[config.mk]
export PLATFORM = sky130hd
export DESIGN_NAME = uhr_holding_regs
export DESIGN_NICKNAME = d
export VERILOG_FILES = /design/src/logic/uhr_pkg.sv /design/src/logic/uhr_holding_regs.sv
export SDC_FILE = /design/constraint.sdc
export NUM_CORES = 2
export LEC_CHECK = 0
export BUFFER_PORTS_ARGS = -buffer_cell sky130_fd_sc_hd__buf_4
export CORE_MARGIN = 8
export CORE_UTILIZATION = 30
export DETAILED_ROUTE_END_ITERATION = 8
export GPL_ROUTABILITY_DRIVEN = 0
export PLACE_DENSITY = 0.41
export SYNTH_ARGS = -nofsm -noshare
export SYNTH_HDL_FRONTEND = slang
export SYNTH_SLANG_ARGS = --single-unit
[constraint.sdc]
create_clock -name mclk -period 4.7 [get_ports mclk]
set_clock_uncertainty 0.15 [all_clocks]
set_input_delay 0.47 -clock mclk [delete_from_list [all_inputs] [get_ports mclk]]
set_output_delay 0.47 -clock mclk [all_outputs]
set_load 0.05 [all_outputs]
[src/logic/uhr_pkg.sv]
// Purpose: Shared constants and types for the holding and interrupt-enable bank
// Assumes: Registers are reached by a 4-bit internal register address
// Notes:   Used by uhr_holding_regs
`default_nettype none
package uhr_pkg;
    // ==========================================================
    // Register offsets and bank selection
    localparam logic [3:0] OFS_HOLD      = 4'h0;
    localparam logic [3:0] OFS_IE        = 4'h1;
    localparam int         LC_BANK_BIT   = 7;
    localparam logic [7:0] LC_ENH_KEY    = 8'hBF;
    localparam int         EF_ENH_BIT    = 4;
    // ==========================================================
    // Reset values
    localparam logic [7:0] RHOLD_RST     = 8'h00;
    localparam logic [7:0] DIVLO_RST     = 8'h01;
    localparam logic [7:0] IE_RST        = 8'h00;
    localparam logic [7:0] RDATA_RST     = 8'h00;
    // ==========================================================
    // Interrupt-enable fields
    localparam int         IE_CTS_DSR    = 7;
    localparam int         IE_RTS_DTR    = 6;
    localparam int         IE_SWFLOW     = 5;
    localparam int         IE_SLEEP      = 4;
    localparam int         IE_MODEM      = 3;
    localparam int         IE_LINE       = 2;
    localparam int         IE_TXRDY      = 1;
    localparam int         IE_RXRDY      = 0;
    localparam logic [7:0] IE_ENH_MASK   = 8'hF0;
    // ==========================================================
    // FIFO depth and transmit trigger levels in free spaces
    localparam int         FIFO_DEPTH    = 64;
    localparam int         TXTRIG_0      = 8;
    localparam int         TXTRIG_1      = 16;
    localparam int         TXTRIG_2      = 32;
    localparam int         TXTRIG_3      = 56;
    // ==========================================================
    // Sleep state, one-hot
    typedef enum logic [1:0] {
        SLP_AWAKE  = 2'h1,
        SLP_ASLEEP = 2'h2
    } uhr_sleep_t;
endpackage
`default_nettype wire

[src/logic/uhr_holding_regs.sv]
// Purpose: Holding registers, divisor low byte and interrupt-enable register
// Assumes: sys_rst is power-on reset; soft_rst is any other reset; the
//          oscillator gate sits outside and the wake detector keeps mclk
// Notes:   Contract
`timescale 1ns/10ps
`default_nettype none
module uhr_holding_regs #(
    parameter int DEPTH = uhr_pkg::FIFO_DEPTH
) (
    // Clock and resets
    input  wire logic       mclk,
    input  wire logic       sys_rst,
    input  wire logic       soft_rst,
    // Register access from the serial slave front end
    input  wire logic [3:0] reg_addr,
    input  wire logic       reg_wr,
    input  wire logic       reg_rd,
    input  wire logic [7:0] reg_wdata,
    output logic      [7:0] reg_rdata,
    output logic            reg_wr_refused,
    // Settings held by other register banks
    input  wire logic [7:0] line_control,
    input  wire logic [7:0] enhanced_function,
    input  wire logic       fifo_mode,
    input  wire logic [1:0] tx_trig_sel,
    // Serial engine side
    input  wire logic       rx_push,
    input  wire logic [7:0] rx_byte,
    input  wire logic       tx_pop,
    output logic      [7:0] tx_byte,
    input  wire logic       int_pending,
    // Pins, asynchronous
    input  wire logic       rx_pin,
    input  wire logic [3:0] modem_pins,
    // Status and enables
    output logic            rx_full,
    output logic            rx_empty,
    output logic            tx_full,
    output logic            tx_empty,
    output logic      [7:0] baud_divisor_low,
    output logic      [7:0] interrupt_enable,
    output logic            ie_cts_dsr,
    output logic            ie_rts_dtr,
    output logic            ie_swflow,
    output logic            ie_modem,
    output logic            ie_line,
    output logic            ie_rxrdy,
    output logic            tx_ready_irq,
    output logic            sleep_en,
    output logic            osc_stop
);
    localparam int AW = $clog2(DEPTH);
    // Receive line idles high, so the synchroniser starts there and no false wake follows reset
    localparam logic [1:0] RX_SYNC_IDLE = 2'h3;

    // ==========================================================
    // Elaboration check
    if (DEPTH != (1 << AW) || DEPTH <= uhr_pkg::TXTRIG_3) begin : g_bad_depth
        $error("DEPTH must be a power of two above the top trigger level");
    end
    if (uhr_pkg::TXTRIG_0 >= uhr_pkg::TXTRIG_1 || uhr_pkg::TXTRIG_1 >= uhr_pkg::TXTRIG_2
        || uhr_pkg::TXTRIG_2 >= uhr_pkg::TXTRIG_3) begin : g_bad_trig
        $error("Transmit trigger levels must rise with the select code");
    end

    // ==========================================================
    // State
    typedef struct packed {
        // FIFO storage and pointers
        logic [DEPTH-1:0][7:0] rx_mem;
        logic [DEPTH-1:0][7:0] tx_mem;
        logic [AW:0]           rx_wp;
        logic [AW:0]           rx_rp;
        logic [AW:0]           tx_wp;
        logic [AW:0]           tx_rp;
        // Register bus answer
        logic [7:0]            rdata;
        logic                  refused;
        // Programmed registers
        logic [7:0]            divlo;
        logic [7:0]            ie;
        // Sleep and pin synchronisers
        uhr_pkg::uhr_sleep_t   slp;
        logic [1:0]            rx_sync;
        logic [3:0]            mdm_s1;
        logic [3:0]            mdm_s2;
        logic [3:0]            mdm_s3;
    } uhr_state_t;

    uhr_state_t st_ff;
    uhr_state_t nxt_st;

    // ==========================================================
    // Functions
    // Read answer for one strobe; write-only and unmapped offsets answer zero
    function automatic logic [7:0] read_value(
        input logic       pick_rx,
        input logic       pick_ie,
        input logic [7:0] rx_head,
        input logic [7:0] ie_val
    );
        if (pick_rx) begin
            read_value = rx_head;
        end else if (pick_ie) begin
            read_value = ie_val;
        end else begin
            read_value = uhr_pkg::RDATA_RST;
        end
    endfunction

    // Wraps correctly because the pointers carry one extra bit
    function automatic logic [AW:0] fill_level(input logic [AW:0] wp, input logic [AW:0] rp);
        fill_level = wp - rp;
    endfunction

    // Extra pointer bit tells full from empty when the low bits meet
    function automatic logic fifo_is_full(input logic [AW:0] wp, input logic [AW:0] rp);
        fifo_is_full = (wp[AW] != rp[AW]) && (wp[AW-1:0] == rp[AW-1:0]);
    endfunction

    // Trigger levels are counted in free spaces
    function automatic logic [AW:0] trig_spaces(input logic [1:0] sel);
        case (sel)
            2'h0:    trig_spaces = (AW+1)'(uhr_pkg::TXTRIG_0);
            2'h1:    trig_spaces = (AW+1)'(uhr_pkg::TXTRIG_1);
            2'h2:    trig_spaces = (AW+1)'(uhr_pkg::TXTRIG_2);
            default: trig_spaces = (AW+1)'(uhr_pkg::TXTRIG_3);
        endcase
    endfunction

    // ==========================================================
    // Decode
    logic       bank_hi;
    logic       dl_bank;
    logic       enh_on;
    logic       hold_sel;
    logic       ie_sel;
    logic       dl_sel;
    logic       rx_rd;
    logic       tx_wr;
    logic       tx_take;
    logic       rx_take;
    logic       rx_drop;
    logic       tx_drop;
    logic       mdm_chg;
    logic       tx_room;
    logic       rx_low;
    logic       slp_ok;
    logic       wake_req;
    logic [AW:0] tx_free;

    always_comb begin
        // Bank and register select
        bank_hi  = line_control[uhr_pkg::LC_BANK_BIT];
        dl_bank  = bank_hi && (line_control != uhr_pkg::LC_ENH_KEY);
        enh_on   = enhanced_function[uhr_pkg::EF_ENH_BIT];
        hold_sel = !bank_hi && (reg_addr == uhr_pkg::OFS_HOLD);
        ie_sel   = !bank_hi && (reg_addr == uhr_pkg::OFS_IE);
        dl_sel   = dl_bank && (reg_addr == uhr_pkg::OFS_HOLD);

        // FIFO flags from the pointer pairs
        rx_full  = fifo_is_full(st_ff.rx_wp, st_ff.rx_rp);
        rx_empty = (st_ff.rx_wp == st_ff.rx_rp);
        tx_full  = fifo_is_full(st_ff.tx_wp, st_ff.tx_rp);
        tx_empty = (st_ff.tx_wp == st_ff.tx_rp);

        // Strobes and their effect on the FIFOs
        rx_rd    = reg_rd && hold_sel;
        tx_wr    = reg_wr && hold_sel;
        rx_take  = rx_rd && !rx_empty;
        tx_take  = tx_wr && !tx_full;
        tx_drop  = tx_wr && tx_full;
        // Engine pops the head; a pop on an empty FIFO is ignored
        rx_drop  = tx_pop && !tx_empty;

        // Transmit room against the selected trigger level
        tx_free  = (AW+1)'(DEPTH) - fill_level(st_ff.tx_wp, st_ff.tx_rp);
        // In FIFO mode, free spaces strictly above the selected level raise the request; otherwise an empty FIFO does
        tx_room  = fifo_mode ? (tx_free > trig_spaces(tx_trig_sel)) : tx_empty;

        // Only the two settled stages are compared; the first stage stays private
        mdm_chg  = (st_ff.mdm_s2 != st_ff.mdm_s3);
        // A receive pulse shorter than a clock may be missed by the synchroniser
        rx_low   = !st_ff.rx_sync[1];
        // Sleep entry needs every idle condition in the same cycle
        slp_ok   = sleep_en
                   && !int_pending
                   && !mdm_chg
                   && !rx_low
                   && rx_empty
                   && tx_empty
                   && !tx_take;
        // Dropping the enable also wakes, so the clock never stays stopped without leave
        wake_req = mdm_chg
                   || rx_low
                   || tx_take
                   || !sleep_en;
    end

    // ==========================================================
    // Next state
    always_comb begin
        nxt_st = st_ff;
        nxt_st.refused = 1'b0;
        // Pin synchronisers
        nxt_st.rx_sync = {st_ff.rx_sync[0], rx_pin};
        nxt_st.mdm_s1  = modem_pins;
        nxt_st.mdm_s2  = st_ff.mdm_s1;
        nxt_st.mdm_s3  = st_ff.mdm_s2;

        // Receive FIFO: push from the engine, overrun bytes are dropped
        if (rx_push && !rx_full) begin
            nxt_st.rx_mem[st_ff.rx_wp[AW-1:0]] = rx_byte;
            nxt_st.rx_wp = st_ff.rx_wp + 1'b1;
        end
        // Empty read returns whatever the slot holds; host must discard it
        if (reg_rd) begin
            nxt_st.rdata = read_value(rx_rd, ie_sel, st_ff.rx_mem[st_ff.rx_rp[AW-1:0]], st_ff.ie);
        end
        // Pop only when something is there, so an empty read leaves the pointers alone
        if (rx_take) begin
            nxt_st.rx_rp = st_ff.rx_rp + 1'b1;
        end

        // Transmit FIFO
        if (tx_take) begin
            nxt_st.tx_mem[st_ff.tx_wp[AW-1:0]] = reg_wdata;
            nxt_st.tx_wp = st_ff.tx_wp + 1'b1;
        end
        nxt_st.refused = tx_drop;
        if (rx_drop) begin
            nxt_st.tx_rp = st_ff.tx_rp + 1'b1;
        end

        // Divisor low byte and interrupt enable
        if (reg_wr && dl_sel) begin
            nxt_st.divlo = reg_wdata;
        end
        if (reg_wr && ie_sel) begin
            // Upper nibble is locked unless the enhanced bit is set
            nxt_st.ie[3:0] = reg_wdata[3:0];
            if (enh_on) begin
                nxt_st.ie[7:4] = reg_wdata[7:4];
            end
        end

        // Sleep control
        case (st_ff.slp)
            uhr_pkg::SLP_AWAKE: begin
                if (slp_ok) begin
                    nxt_st.slp = uhr_pkg::SLP_ASLEEP;
                end
            end
            uhr_pkg::SLP_ASLEEP: begin
                if (wake_req) begin
                    nxt_st.slp = uhr_pkg::SLP_AWAKE;
                end
            end
            default: begin
                nxt_st.slp = uhr_pkg::SLP_AWAKE;
            end
        endcase

        // Any reset other than power-on keeps the divisor low byte
        if (soft_rst) begin
            nxt_st.rx_wp   = '0;
            nxt_st.rx_rp   = '0;
            nxt_st.tx_wp   = '0;
            nxt_st.tx_rp   = '0;
            nxt_st.rdata   = uhr_pkg::RDATA_RST;
            nxt_st.refused = 1'b0;
            nxt_st.ie      = uhr_pkg::IE_RST;
            nxt_st.slp     = uhr_pkg::SLP_AWAKE;
            nxt_st.divlo   = st_ff.divlo;
        end
    end

    // ==========================================================
    // Registers
    always_ff @(posedge mclk) begin
        // Power-on reset; the divisor only returns to its default here
        if (sys_rst) begin
            st_ff         <= '0;
            st_ff.rdata   <= uhr_pkg::RHOLD_RST;
            st_ff.divlo   <= uhr_pkg::DIVLO_RST;
            st_ff.ie      <= uhr_pkg::IE_RST;
            st_ff.slp     <= uhr_pkg::SLP_AWAKE;
            st_ff.rx_sync <= RX_SYNC_IDLE;
        end else begin
            st_ff <= nxt_st;
        end
    end

    // ==========================================================
    // Outputs
    always_comb begin
        // Register contents
        reg_rdata        = st_ff.rdata;
        reg_wr_refused   = st_ff.refused;
        tx_byte          = st_ff.tx_mem[st_ff.tx_rp[AW-1:0]];
        baud_divisor_low = st_ff.divlo;
        interrupt_enable = st_ff.ie;

        // Enable bits as separate lines; sleep enable gated by the enhanced bit, transmit ready by room
        ie_cts_dsr       = st_ff.ie[uhr_pkg::IE_CTS_DSR];
        ie_rts_dtr       = st_ff.ie[uhr_pkg::IE_RTS_DTR];
        ie_swflow        = st_ff.ie[uhr_pkg::IE_SWFLOW];
        ie_modem         = st_ff.ie[uhr_pkg::IE_MODEM];
        ie_line          = st_ff.ie[uhr_pkg::IE_LINE];
        ie_rxrdy         = st_ff.ie[uhr_pkg::IE_RXRDY];
        sleep_en         = st_ff.ie[uhr_pkg::IE_SLEEP] && enh_on;
        tx_ready_irq     = st_ff.ie[uhr_pkg::IE_TXRDY] && tx_room;

        // Power control
        osc_stop         = (st_ff.slp == uhr_pkg::SLP_ASLEEP);
    end
endmodule // uhr_holding_regs
`default_nettype wire

==> impl.org <==
** Critical path
- In this run the critical register-to-register path is launched from st_ff[52].
- Crit path kind :: reg -> out
- For the worst setup path, the data arrival time is 3.87 ns.
- Kind of launch point of the worst setup path :: register
- Reg2reg path depth :: 8
- The critical path ends at tx_byte[7].
- Critical path endpoint category :: output port
- The endpoint identified for the worst register-to-register timing path is st_ff[541].
- The worst register-to-register path has a setup slack of 0.69 ns.
- The critical path starts at st_ff[41].
- CP max FO :: 50
- Endpoint required time on the critical path :: 4.08 ns

** Synth
- Main area contributors after synthesis :: dfxtp_1 44%, mux2i_1 23%, mux4_2 11%, nand2b_1 6.6%, nor2_1 4.3%
- Synth Instances :: 4,542
- Cell area after synthesis :: 50,300 sq um
- The share of the Yosys chip area taken by registers is 0.435.
- In the synthesized netlist the async set-or-reset flop fraction comes to 0.
- Count of flip-flops with a built-in enable after synthesis :: 0
- Synthesis warning total :: 0
- In the post-synthesis netlist, the cell with the most instances is mux2i_1.
- Most instantiated cells after synthesis :: 1,143 x mux2i_1, 1,093 x dfxtp_1, 574 x nor2_1
- Distinct cell type count of the synthesized netlist :: 70
- Among all flip-flop cells after synthesis, the most frequent one is dfxtp_1.
- Synthesized area per cell :: 11.1 sq um
- Biggest area consumer among synthesized cells :: dfxtp_1
- Net count of the mapped netlist :: 4,616
- Counting flops and latches in the post-synthesis netlist gives 1,093.
- Post-synth top area share :: 0.435

** STA
- The smallest clock period supported by the final layout is computed as 4.49 ns.
- Of the available clock period, the critical path in the final layout requires 0.955.
- Total Negative Setup Slacks :: 0 ns
- Max-slew violation total from the final report :: 0
- In this run the tightest slew margin relative to its limit is 0.173.
- The count of final hold-check violations came to 0.
- Unrepaired setup endpoints after global routing :: false
- Fmax :: 223 MHz
- Count of final setup violators :: 0
- At the pin with the least slew margin, the transition time is 1.24 ns.

** Run status
- The run finished with clean final reports.

** Detailed routing
- Summed over all layers, the routed wires come to 156,000 um.
- For this block, the via count after detailed routing is 33,320.
- After detailed routing, the number of vias per cell comes to 4.90.
- The detailed router finished its first iteration with 1,966 violations.
- The first detailed-routing pass took 5 iterations.
- The detail route stage leaves a number of antenna-violating nets equal to 0.
- Average wire per standard cell :: 23.0 um
- Remaining DRCs :: 0

** Pwr
- Of the total power, combinational logic draws 0.030.
- In this run the power spent charging and discharging nets is 4.58 mW.
- Internal power comes to 15.6 mW.
- The share of total power dissipated in sequential elements is 0.460.
- Portion of total power attributed to the clock network :: 0.510
- Power spread over the standard cell area amounts to 351 nW/um^2.
- The completed layout was analyzed and its total power is 20.2 mW.
- Sw Ratio :: 0.227
- For this design the static power due to leakage is 24.2 nW.
- Largest vdd supply drop :: 0.000368 V

** Floorplanning
- The region available for standard cell placement spans 167,000 sq um.
- The die covers 181,000 sq um.
- Die Span X :: 425 um
- Row generation in the floorplan step produced 150 rows.
- Die H :: 425 um
- For this configuration, the core starts out at a cell density of 0.301.
- 98 I/O pins were placed.

** Global routing
- Pin count of the biggest net entering global routing :: 189
- Number of global-route vias before repair :: 33,684
- The number of antenna violations at the first check in global routing came to 2.
- For this run, the total global-route usage over all layers was measured as 0.170.
- Global-route wire length before repair :: 234,000 um
- Total gr overflow :: 0

** Finish
- Number of nets in the layout :: 4,571
- Number of fillers in the final layout :: 16,654
- In the final layout, the share of cells above drive strength 1 is 0.167.
- The area growth from synthesis to layout is 14.6%.

** Placement
- Total half-perimeter wirelength after legalization and detailed placement :: 99,100 um
- Input and output buffers added on the ports amount to 90.

** CTS
- After clock tree synthesis, the clock-pin slew on the worst setup and hold paths is 0.06 ns.
- Clock Latency Late Sink :: 0.76 ns
- CTS tree :: built
- In this run, CTS created clock tree buffers numbering 134.
- Number of buffers on the longest clock path :: 3
- Clk root buf :: clkbuf_16
- CTS built an H-tree with a depth of 4.
- Counting every sink on the clock net gives 1,093.

** Worst hold path
- Worst min-delay path class :: in -> reg

** Run
- Across the run, the number of max-cap violations was 0.
==> area by class of cell <==
| cell class | count | area, sq um | share of cell area |
|---|---|---|---|
| antenna | 1 | 2.50 | 0.0000434 |
| inverter | 17 | 67.6 | 0.00117 |
| multi-input combinational | 3043 | 26800 | 0.465 |
| clock buffer | 208 | 4080 | 0.0708 |
| tap | 2204 | 2760 | 0.0479 |
| timing repair buffer | 208 | 1760 | 0.0305 |
| clock inverter | 24 | 277 | 0.00480 |
| sequential | 1093 | 21900 | 0.380 |
==> placed cells by master (no fill, tap or decap), drive strengths merged, types with 20 or more instances in the layout <==
master / netlist / final
mux2i: 1143 / 1143
nand4: 43 / 43
mux4: 252 / 252
nor3: 24 / 24
dfxtp: 1093 / 1093
ha: 21 / 21
nor2b: 37 / 37
clkbuf: 272 / 208
buf: 117 / 200
nand3: 24 / 24
inv: 14 / 20
nor4: 35 / 35
nand2: 122 / 122
a21oi: 27 / 27
xnor2: 22 / 22
a22oi: 20 / 20
nand2b: 531 / 531
nor2: 574 / 574
==> layer usage <==
| layer | track usage | part of all wire | vias up |
|---|---|---|---|
| met5 | 0 | 0.000083 | - |
| met4 | 0.0488 | 0.027 | 2 |
| li1 | - | - | 15905 |
| met3 | 0.0235 | 0.027 | 209 |
| met1 | 0.223 | 0.46 | 16733 |
| met2 | 0.291 | 0.49 | 471 |
==> worst min path at each step <==
stage | from | to | slack, ns | cells past startpoint
2_1_floorplan | nxt_st[13] | st_ff[13] | 0.24 | 1
3_3_place_gp | nxt_st[13] | st_ff[13] | 0.25 | 1
3_5_place_dp | nxt_st[13] | st_ff[13] | 0.25 | 1
4_1_cts | line_control[7] | reg_rdata[2] | 0.04 | 4
5_1_grt | rx_byte[6] | st_ff[1027] | 0.08 | 3
6_report | rx_byte[6] | st_ff[1019] | 0.09 | 3
==> power groups by stage <==
stage	logic (mW)	registers (mW)	clock network, mW
floorplan	0.380	9.49	0
global placement	0.628	9.49	0
detailed placement	0.625	9.49	0
CTS	0.632	9.28	10.7
global route	0.654	9.28	11.1
finish	0.612	9.29	10.3
==> per-stage QoR <==
stage	cells	setup slack, ns	instance area (sq um)	utilization	hold WS (ns)
after global placement	6558	0.668	53200	0.319	0.252
after floorplan	4542	0.195	50300	-	0.239
final	6798	0.211	57600	0.345	0.0885
after CTS	6798	0.0107	57600	0.345	0.0368
after global routing	6798	0.0331	57600	0.345	0.0817
after detailed placement	6558	0.670	53200	0.319	0.250
==> worst max-delay path: stages (launching register included) <==
cell and delay (ns):
dfxtp_4 0.58, buf_16 0.37, mux4_2 0.62, mux4_2 0.49
a211oi_1 0.49, a31oi_1 0.20, buf_4 0.25
==> flip-flops by register name, summed over array words and instances, names as in the netlist <==
| register | count |
|---|---|
| baud_divisor_low | 8 |
| interrupt_enable | 8 |
| nxt_st | 9 |
| reg_rdata | 8 |
| reg_wr_refused | 1 |
| st_ff | 1059 |
==> kinds of logic (layout without fill, tap and decap cells) <==
logic type	Yosys count	after routing	synth area share
mux	1399	1399	0.341
flops	1093	1093	0.435
buf+inv	406	457	0.0340
xor+xnor	32	32	0.00557
fa+ha+maj	22	22	0.00562
compound gates	159	159	0.0240
simple gates	1431	1431	0.155
other cells	0	1	0
==> what timing repair did <==
action                                 in CTS  in global routing
gates resized for setup                     1                  2
setup buffers                               0                  0
endpoints found under the hold margin      10                  0
setup endpoints to repair                   1                  2
gates cloned                                0                  0
hold buffers                                8                  0
(Power assumes the default switching activity.)
